[src/common/mcfc_defines.svh]
`ifndef MCFC_DEFINES_SVH
`define MCFC_DEFINES_SVH

// Register byte offsets on the APB
`define MCFC_OFF_CTRL 12'h000
`define MCFC_OFF_STATUS 12'h004
`define MCFC_OFF_RESULT 12'h008
`define MCFC_OFF_CAPCNT 12'h00c
`define MCFC_OFF_LIVE 12'h010
`define MCFC_OFF_REFCNT 12'h014
`define MCFC_OFF_LIMITS 12'h018
`define MCFC_OFF_CAPTURE 12'h01c

// Field positions
`define MCFC_CTRL_START_BIT 0
`define MCFC_STAT_DONE_BIT 0
`define MCFC_STAT_ERR_BIT 1
`define MCFC_STAT_BUSY_BIT 2
`define MCFC_STAT_PEND_BIT 3
`define MCFC_LIMITS_LOW_LSB 0
`define MCFC_LIMITS_HIGH_LSB 16

// Reset values
`define MCFC_RST_WORD 32'h0000_0000
`define MCFC_RST_FLAG 1'b0

// Measurement constants
`define MCFC_REF_DIV 512
`define MCFC_PRESCALE 16
// Lower limit 42187, upper limit 51562
`define MCFC_LIMIT_LOW 16'ha4cb
`define MCFC_LIMIT_HIGH 16'hc96a

`endif

[src/common/mcfc_pkg.sv]
package mcfc_pkg;

  typedef enum logic [1:0] {
    MCFC_ST_IDLE,
    MCFC_ST_FIRST,
    MCFC_ST_SECOND,
    MCFC_ST_JUDGE
  } mcfc_state_t;

  typedef struct packed {
    logic pending;
    logic busy;
    logic err;
    logic done;
  } mcfc_status_t;

endpackage

[src/mcfc_top.sv]
// Summary of operation
// - Accepting start clears start request and done, then runs both timers.
// - Each reference divider match captures the measurement count, raising a capture event.
// - First capture after start is discarded; flags untouched, counting goes on.
// - Second capture becomes the result and stops both timers.
// - After judging, the error flag is updated, then done is set.
// - Reference divider spans 512 sub-clock rising edges per period.
// - Lower window limit is the constant count 42187.
// - Upper window limit is the constant count 51562.
// - Error flag: 0 for normal frequency, 1 for abnormal.
// - Done flag is 0 before and during measurement, 1 when finished.
// - Normal only when result lies inclusively within both limits.
// - Measurement timer counts peripheral clock divided by 16.
// - Reference divider counts sub-clock edges, clears on match at ratio minus one.
// - Measurement counter clears on every capture, one period per capture.
//
// The APB interface to the registers and the register addresses are this design's own decisions.
`timescale 1ns/1ps
`include "mcfc_defines.svh"
module mcfc_top
  import mcfc_pkg::*;
#(
  parameter int REF_DIV = `MCFC_REF_DIV,
  parameter int PRESCALE = `MCFC_PRESCALE,
  parameter int MEAS_W = 16,
  parameter int CAPCNT_W = 8
) (
  input wire logic pclk,
  input wire logic presetn,
  input wire logic psel,
  input wire logic penable,
  input wire logic pwrite,
  input wire logic [11:0] paddr,
  input wire logic [31:0] pwdata,
  input wire logic [3:0] pstrb,
  output logic [31:0] prdata,
  output logic pready,
  output logic pslverr,
  input wire logic sub_clk_in,
  output mcfc_status_t status,
  output logic [MEAS_W-1:0] result
);

  localparam int REF_W = $clog2(REF_DIV);
  localparam int PRE_W = (PRESCALE > 1) ? $clog2(PRESCALE) : 1;
  localparam logic [REF_W-1:0] REF_CMP = REF_W'(REF_DIV - 1);
  localparam logic [PRE_W-1:0] PRE_LAST = PRE_W'(PRESCALE - 1);
  localparam logic [MEAS_W-1:0] MEAS_MAX = {MEAS_W{1'b1}};
  localparam logic [CAPCNT_W-1:0] CAPCNT_MAX = {CAPCNT_W{1'b1}};
  localparam logic [MEAS_W-1:0] LIMIT_LOW = MEAS_W'(`MCFC_LIMIT_LOW);
  localparam logic [MEAS_W-1:0] LIMIT_HIGH = MEAS_W'(`MCFC_LIMIT_HIGH);

  function automatic logic addr_is(input logic [11:0] addr, input logic [11:0] off);
    addr_is = (addr == off);
  endfunction

  function automatic logic addr_mapped(input logic [11:0] addr);
    addr_mapped = addr_is(addr, `MCFC_OFF_CTRL) || addr_is(addr, `MCFC_OFF_STATUS) ||
                  addr_is(addr, `MCFC_OFF_RESULT) || addr_is(addr, `MCFC_OFF_CAPCNT) ||
                  addr_is(addr, `MCFC_OFF_LIVE) || addr_is(addr, `MCFC_OFF_REFCNT) ||
                  addr_is(addr, `MCFC_OFF_LIMITS) || addr_is(addr, `MCFC_OFF_CAPTURE);
  endfunction

  function automatic logic in_window(input logic [MEAS_W-1:0] value);
    in_window = (value >= LIMIT_LOW) && (value <= LIMIT_HIGH);
  endfunction

  mcfc_state_t state;
  mcfc_state_t next_state;

  logic sub_rise;
  logic running;
  logic accept;
  logic ref_match;
  logic tick;
  logic apb_setup;
  logic apb_write;
  logic start_wr;

  logic start_pending;
  logic done;
  logic freq_err;
  logic [REF_W-1:0] ref_cnt;
  logic [PRE_W-1:0] pre_cnt;
  logic [MEAS_W-1:0] meas_cnt;
  logic [MEAS_W-1:0] capture;
  logic [CAPCNT_W-1:0] capture_event_counter;
  logic [31:0] next_rdata;

  // Sub-clock comes from a pin: synchronised before any use
  mcfc_sync u_sync (
    .pclk(pclk),
    .presetn(presetn),
    .async_in(sub_clk_in),
    .rise(sub_rise)
  );

  assign running = (state == MCFC_ST_FIRST) || (state == MCFC_ST_SECOND);
  // a new run only begins from idle
  assign accept = (state == MCFC_ST_IDLE) && start_pending;

  // APB decode
  assign apb_setup = psel && !penable;
  assign apb_write = psel && penable && pwrite;
  // a written 1 requests a start, a 0 does nothing
  assign start_wr = apb_write && addr_is(paddr, `MCFC_OFF_CTRL) && pstrb[0] &&
                    pwdata[`MCFC_CTRL_START_BIT];
  assign pready = 1'b1;

  // compare match at ratio minus one
  assign ref_match = running && sub_rise && (ref_cnt == REF_CMP);
  // one count per sixteen peripheral clocks
  assign tick = running && (pre_cnt == PRE_LAST);

  // Sequencer
  always_comb begin
    next_state = state;
    unique case (state)
      MCFC_ST_IDLE: begin
        if (accept) begin
          next_state = MCFC_ST_FIRST;
        end
      end
      MCFC_ST_FIRST: begin
        // first capture is only a warm-up
        if (ref_match) begin
          next_state = MCFC_ST_SECOND;
        end
      end
      MCFC_ST_SECOND: begin
        if (ref_match) begin
          next_state = MCFC_ST_JUDGE;
        end
      end
      MCFC_ST_JUDGE: begin
        next_state = MCFC_ST_IDLE;
      end
    endcase
  end

  always_ff @(posedge pclk or negedge presetn) begin
    if (!presetn) begin
      state <= MCFC_ST_IDLE;
    end else begin
      state <= next_state;
    end
  end

  // Start request: a new write wins over the clear on accept
  always_ff @(posedge pclk or negedge presetn) begin
    if (!presetn) begin
      start_pending <= `MCFC_RST_FLAG;
    end else if (start_wr) begin
      start_pending <= 1'b1;
    end else if (accept) begin
      start_pending <= 1'b0;
    end
  end

  // Reference divider timer
  always_ff @(posedge pclk or negedge presetn) begin
    if (!presetn) begin
      ref_cnt <= '0;
    end else if (accept) begin
      ref_cnt <= '0;
    end else if (running && sub_rise) begin
      if (ref_match) begin
        ref_cnt <= '0;
      end else begin
        ref_cnt <= ref_cnt + REF_W'(1);
      end
    end
  end

  // Peripheral clock prescaler
  always_ff @(posedge pclk or negedge presetn) begin
    if (!presetn) begin
      pre_cnt <= '0;
    end else if (accept) begin
      pre_cnt <= '0;
    end else if (running) begin
      if (tick) begin
        pre_cnt <= '0;
      end else begin
        pre_cnt <= pre_cnt + PRE_W'(1);
      end
    end
  end

  // Measurement timer, saturating so a slow oscillator still reads out of window
  always_ff @(posedge pclk or negedge presetn) begin
    if (!presetn) begin
      meas_cnt <= '0;
    end else if (accept) begin
      meas_cnt <= '0;
    end else if (running) begin
      if (ref_match) begin
        // clear on capture, keeping a coincident tick
        meas_cnt <= tick ? MEAS_W'(1) : '0;
      end else if (tick && (meas_cnt != MEAS_MAX)) begin
        meas_cnt <= meas_cnt + MEAS_W'(1);
      end
    end
  end

  // Capture register and capture event count
  always_ff @(posedge pclk or negedge presetn) begin
    if (!presetn) begin
      capture <= '0;
    end else if (ref_match) begin
      capture <= meas_cnt;
    end
  end

  always_ff @(posedge pclk or negedge presetn) begin
    if (!presetn) begin
      capture_event_counter <= '0;
    end else if (accept) begin
      capture_event_counter <= '0;
    end else if (ref_match && (capture_event_counter != CAPCNT_MAX)) begin
      capture_event_counter <= capture_event_counter + CAPCNT_W'(1);
    end
  end

  // Result and error flag, updated on the second capture only
  always_ff @(posedge pclk or negedge presetn) begin
    if (!presetn) begin
      result <= '0;
    end else if ((state == MCFC_ST_SECOND) && ref_match) begin
      result <= meas_cnt;
    end
  end

  always_ff @(posedge pclk or negedge presetn) begin
    if (!presetn) begin
      freq_err <= `MCFC_RST_FLAG;
    end else if ((state == MCFC_ST_SECOND) && ref_match) begin
      // 1 means abnormal, and bound the window
      freq_err <= !in_window(meas_cnt);
    end
  end

  // Done flag follows the error update by one cycle
  always_ff @(posedge pclk or negedge presetn) begin
    if (!presetn) begin
      done <= `MCFC_RST_FLAG;
    end else if (accept) begin
      done <= 1'b0;
    end else if (state == MCFC_ST_JUDGE) begin
      done <= 1'b1;
    end
  end

  assign status.pending = start_pending;
  assign status.busy = (state != MCFC_ST_IDLE);
  assign status.err = freq_err;
  assign status.done = done;

  // Read data mux
  always_comb begin
    next_rdata = `MCFC_RST_WORD;
    if (addr_is(paddr, `MCFC_OFF_CTRL)) begin
      next_rdata[`MCFC_CTRL_START_BIT] = start_pending;
    end else if (addr_is(paddr, `MCFC_OFF_STATUS)) begin
      next_rdata[`MCFC_STAT_DONE_BIT] = done;
      next_rdata[`MCFC_STAT_ERR_BIT] = freq_err;
      next_rdata[`MCFC_STAT_BUSY_BIT] = status.busy;
      next_rdata[`MCFC_STAT_PEND_BIT] = start_pending;
    end else if (addr_is(paddr, `MCFC_OFF_RESULT)) begin
      next_rdata[MEAS_W-1:0] = result;
    end else if (addr_is(paddr, `MCFC_OFF_CAPCNT)) begin
      next_rdata[CAPCNT_W-1:0] = capture_event_counter;
    end else if (addr_is(paddr, `MCFC_OFF_LIVE)) begin
      next_rdata[MEAS_W-1:0] = meas_cnt;
    end else if (addr_is(paddr, `MCFC_OFF_REFCNT)) begin
      next_rdata[REF_W-1:0] = ref_cnt;
    end else if (addr_is(paddr, `MCFC_OFF_LIMITS)) begin
      next_rdata[`MCFC_LIMITS_LOW_LSB +: MEAS_W] = LIMIT_LOW;
      next_rdata[`MCFC_LIMITS_HIGH_LSB +: MEAS_W] = LIMIT_HIGH;
    end else if (addr_is(paddr, `MCFC_OFF_CAPTURE)) begin
      next_rdata[MEAS_W-1:0] = capture;
    end
  end

  // Read data and error are latched in the setup cycle, stable through access
  always_ff @(posedge pclk or negedge presetn) begin
    if (!presetn) begin
      prdata <= `MCFC_RST_WORD;
    end else if (apb_setup) begin
      prdata <= pwrite ? `MCFC_RST_WORD : next_rdata;
    end
  end

  always_ff @(posedge pclk or negedge presetn) begin
    if (!presetn) begin
      pslverr <= 1'b0;
    end else if (apb_setup) begin
      pslverr <= !addr_mapped(paddr);
    end else if (!psel) begin
      pslverr <= 1'b0;
    end
  end

endmodule

[src/mcfc_sync.sv]
`timescale 1ns/1ps
module mcfc_sync (
  input wire logic pclk,
  input wire logic presetn,
  input wire logic async_in,
  output logic rise
);

  logic meta;
  logic stable;
  logic stable_d;

  // Two-stage synchroniser; only the second stage feeds the edge detector
  always_ff @(posedge pclk or negedge presetn) begin
    if (!presetn) begin
      meta <= 1'b0;
      stable <= 1'b0;
      stable_d <= 1'b0;
    end else begin
      meta <= async_in;
      stable <= meta;
      stable_d <= stable;
    end
  end

  assign rise = stable & ~stable_d;

endmodule

[config.mk]
export PLATFORM = sky130hd
export DESIGN_NAME = mcfc_top
export DESIGN_NICKNAME = d
export VERILOG_FILES = /design/src/common/mcfc_pkg.sv /design/src/mcfc_top.sv /design/src/mcfc_sync.sv
export VERILOG_INCLUDE_DIRS = /design/src /design/src/common
export SDC_FILE = /design/constraint.sdc
export NUM_CORES = 1
export LEC_CHECK = 0
export BUFFER_PORTS_ARGS = -buffer_cell sky130_fd_sc_hd__buf_2
export CORE_MARGIN = 4
export CORE_UTILIZATION = 56
export CTS_BUF_LIST = sky130_fd_sc_hd__clkbuf_16
export CTS_CLUSTER_SIZE = 24
export DETAILED_ROUTE_END_ITERATION = 8
export PLACE_DENSITY = 0.82
export SLEW_MARGIN = 25
export SYNTH_ARGS = -nofsm -noshare
export SYNTH_HDL_FRONTEND = slang
export SYNTH_SLANG_ARGS = --single-unit
[constraint.sdc]
create_clock -name pclk -period 4.2 [get_ports pclk]
set_input_delay 0.63 -clock pclk [delete_from_list [all_inputs] [get_ports pclk]]
set_output_delay 0.63 -clock pclk [all_outputs]
set_load 0.02 [all_outputs]
==> Flow_metrics.wiki <==
{| class="wikitable"
! Metric !! Value
|-
| Status || finished clean
|-
| Number of cells on the worst reg-to-reg path || 10
|-
| Sequential share of power || 43.9%
|-
| Maximum buffer depth of the clock tree || 2
|-
| Number of antenna violations at the first check in global routing || 0
|-
| Input/output buffers || 64
|-
| Worst Setup SP || ref_cnt[0]$_DFFE_PN0P_
|-
| Fin Hold WS || 348.1 ps
|-
| Die span in x || 103.4 um
|-
| Min setup slack post-route || 885.4 ps
|-
| Post-CTS setup repair buffer count || 0
|-
| Average size of a mapped cell || 9.268 um2
|-
| Setup violation total in the final timing report || 0
|-
| Worst flop-to-flop path startpoint || ref_cnt[0]$_DFFE_PN0P_
|-
| Overflow after GRT || 0
|-
| Number of sinks on the clock net || 95
|-
| Critical path data arrival time || 3540 ps
|-
| Power per cell area || 442.3 mW/mm2
|-
| Placer Congestion || 0.8837
|-
| Setup repair after global routing missed its margin || no
|-
| DRC Markers || 0
|-
| HPWL Detailed || 8.542 mm
|-
| Worst-case clock skew || 8.579 ps
|-
| DIE AREA || 0.01069 mm2
|-
| Floorplan Core Area || 0.008806 mm2
|-
| Syn-to-layout area delta || 10.38%
|-
| Net switching power of the design || 0.7616 mW
|-
| Worst-path fanout max || 21
|-
| Worst slack at placement || 977.0 ps
|-
| Internal portion of total power || 1.727 mW
|-
| Yosys synthesis warning count || 0
|-
| Overall Global Routing Usage || 23.71%
|-
| Clk_lat worst skew || 350 ps
|-
| Root buf cell || clkbuf_16
|-
| Proportion of register bits with asynchronous set or reset after synthesis || 100.0%
|-
| Max capacitance violation total || 0
|-
| Number of buffers created by CTS || 9
|-
| Max IR drop VDD || 0.1811 mV
|-
| Number of hold violations in the final report || 0
|-
| Share of post-route cells with drive strength above 1 || 19.22%
|-
| TritonCTS clock tree || yes
|-
| Most used flip-flop cell after synthesis || dfrtp_1
|-
| Antenna violation net count after detailed routing || 0
|-
| Cell Rows || 34
|-
| Post-synthesis cell count || 550
|-
| Most frequent standard cell in the layout excluding fill and tap cells || dfrtp_1
|-
| Post-CTS Resized || 0
|-
| Flops & latches, synth || 95
|-
| Global-route wire length before repair || 19.93 mm
|-
| Category of the worst setup path capture point || flop
|-
| Crit path time final || 3315 ps
|-
| Type of origin of the critical path || flop
|-
| HP Class || reg -> reg
|-
| Commonest non-fill, non-tap cells in the layout || 95 x dfrtp_1, 81 x nand2_1, 63 x buf_2
|-
| Fraction of power spent switching nets || 30.60%
|-
| Count of unique library cells instantiated by Yosys || 61
|-
| Number of nets in the finished design || 647
|-
| Maximum number of pins on one net before global-route repair || 62
|-
| Actual slew at the worst max-slew pin || 876.0 ps
|-
| Avg WL per Cell || 17.50 um
|-
| Count of final max-slew check failures || 0
|-
| Worst setup path endpoint || result[10]$_DFFE_PN0P_
|-
| Ant. Diodes || 0
|-
| Sequential share of the synthesized area || 46.64%
|-
| Worst Path Class, Setup || reg -> reg
|-
| Worst endpoint required time || 4420 ps
|-
| Proportion of power drawn by the clock network || 35.5%
|-
| Destination of the worst register-to-register timing path || result[10]$_DFFE_PN0P_
|-
| Post-synthesis cell area || 0.005097 mm2
|-
| Number of optimization iterations in the first detailed-route pass || 5
|-
| Worst reg-to-reg setup slack || 890 ps
|-
| Total vias in the final route || 4,314
|-
| Fmax || 301.7 MHz
|-
| Slew margin rel. || 41.46%
|-
| Number of buffers inserted for hold repair after clock tree synthesis || 0
|-
| Leak || 2.724 nW
|-
| Overall power of the completed layout || 2.488 mW
|-
| Starting Density || 57.89%
|-
| Fraction of power consumed by combinational cells || 20.6%
|-
| Die extent in y || 103.4 um
|-
| Fraction of the cycle the final worst path needs || 78.92%
|-
| CTS H-tree lvls || 3
|-
| Final TNS setup || 0 ps
|-
| Initial detailed-routing violation count || 335
|-
| Number of I/O pins || 108
|-
| Number of flops mapped to enable cells by yosys || 0
|-
| Final WL || 12.18 mm
|-
| Clock-pin slew reported for the worst setup and hold paths after clock tree synthesis || 60 ps
|-
| Number of global-route vias before repair || 3,970
|-
| Drt via density || 6.198
|}
==> routing by layer <==
metal,GRT usage [%],part of all wire [%],routed length (um),up-vias
met5,0,0,0,-
met4,8.665,2.2,267,0
met3,4.292,7.7,938,30
met2,36.96,47,5715,196
met1,33.23,43,5256,2097
li1,-,-,-,1991
==> registers in the layout, summed over array words and instances (netlist names) <==
name                   flops
capture                   16
capture_event_counter      8
done                       1
freq_err                   1
meas_cnt                  16
prdata                    17
pre_cnt                    4
pslverr                    1
ref_cnt                    9
result                    16
start_pending              1
state                      2
u_sync.meta                1
u_sync.stable              1
u_sync.stable_d            1
==> final cells by class <==
cell class	count	area, um2
Sequential cell	95	2377
Inverter	15	56.30
Clock inverter	7	97.59
Multi-Input combinational cell	393	2375
Clock buffer	9	225.2
Tap cell	108	135.1
Timing Repair Buffer	69	360.3
Fill cell	722	3179
==> worst max-delay path, cell delays in order, from the launching register on <==
cell,delay [ps]
dfrtp_1,440
ha_1,230
nand3_1,130
or2_2,360
nor2_1,150
ha_1,350
inv_1,130
nor2_1,120
buf_4,240
nand2_1,560
mux2_2,500
==> power by group through the flow <==
stage / registers, mW / clock network [mW] / logic (mW)
CTS: 1.09 / 0.889 / 0.514
detailed placement: 1.11 / 0 / 0.507
global placement: 1.10 / 0 / 0.479
finish: 1.09 / 0.884 / 0.511
global route: 1.11 / 0.930 / 0.578
floorplan: 1.07 / 0 / 0.401
==> cell families (layout without fill, tap and decap cells) <==
logic type	Yosys count	after routing	share of synthesized area, %
buffers and inverters	69	100	7.290
xor gates and xnor gates	14	14	2.406
DFF	95	95	46.64
muxes	27	27	5.768
other	2	9	0.1473
adders and majority gates	10	10	2.455
and+or+nand+nor	221	221	20.42
AOI/OAI and AO/OA	112	112	14.88
==> stage by stage <==
| step | cell area, um2 | instances | util [%] |
|---|---|---|---|
| 2_1_floorplan | 5124 | 557 | - |
| 3_3_place_gp | 5304 | 680 | 60.23 |
| 3_5_place_dp | 5304 | 680 | 60.23 |
| 4_1_cts | 5627 | 696 | 63.90 |
| 5_1_grt | 5627 | 696 | 63.90 |
| 6_report | 5627 | 696 | 63.90 |
==> Yosys cell counts (all sizes together) (2+ instances only) <==
master | n | area share (%)
nor2b | 2 | 0.25
o22ai | 8 | 0.98
a32oi | 3 | 0.52
nor3b | 4 | 0.59
ha | 10 | 2.5
or3 | 4 | 0.52
nand2 | 81 | 6.0
conb | 2 | 0.15
a211oi | 4 | 0.69
a311oi | 2 | 0.34
xnor2 | 7 | 1.2
nand4b | 2 | 0.34
nand3 | 18 | 1.8
nor3 | 11 | 1.1
nand2b | 2 | 0.25
and4 | 5 | 0.86
a2bb2oi | 4 | 0.69
dfrtp | 95 | 47
o2111ai | 2 | 0.34
xor2 | 7 | 1.2
a22oi | 8 | 1.2
buf | 23 | 3.5
a221o | 11 | 2.2
and2 | 3 | 0.37
o31ai | 4 | 0.59
a32o | 2 | 0.39
clkbuf | 31 | 2.7
mux2i | 8 | 1.6
or2 | 3 | 0.37
o211ai | 4 | 0.59
a41oi | 2 | 0.34
nor2 | 61 | 4.5
mux2 | 19 | 4.2
a21oi | 18 | 1.8
o21ai | 34 | 3.3
or4 | 4 | 0.76
nand4 | 10 | 1.2
a31oi | 2 | 0.25
inv | 14 | 1.0
and3 | 5 | 0.61
==> how the worst min path moves through the flow <==
stage | start | endpoint | slack (ps) | cells past startpoint
final | u_sync.meta$_DFF_PN0_ | u_sync.stable$_DFF_PN0_ | 350 | 0
after CTS | u_sync.meta$_DFF_PN0_ | u_sync.stable$_DFF_PN0_ | 350 | 0
after global placement | u_sync.meta$_DFF_PN0_ | u_sync.stable$_DFF_PN0_ | 330 | 0
after detailed placement | u_sync.meta$_DFF_PN0_ | u_sync.stable$_DFF_PN0_ | 340 | 0
after global routing | u_sync.meta$_DFF_PN0_ | u_sync.stable$_DFF_PN0_ | 360 | 0
after floorplan | presetn | capture[0]$_DFFE_PN0P_ | 330 | 0
Power figures use the tool's default switching activity.
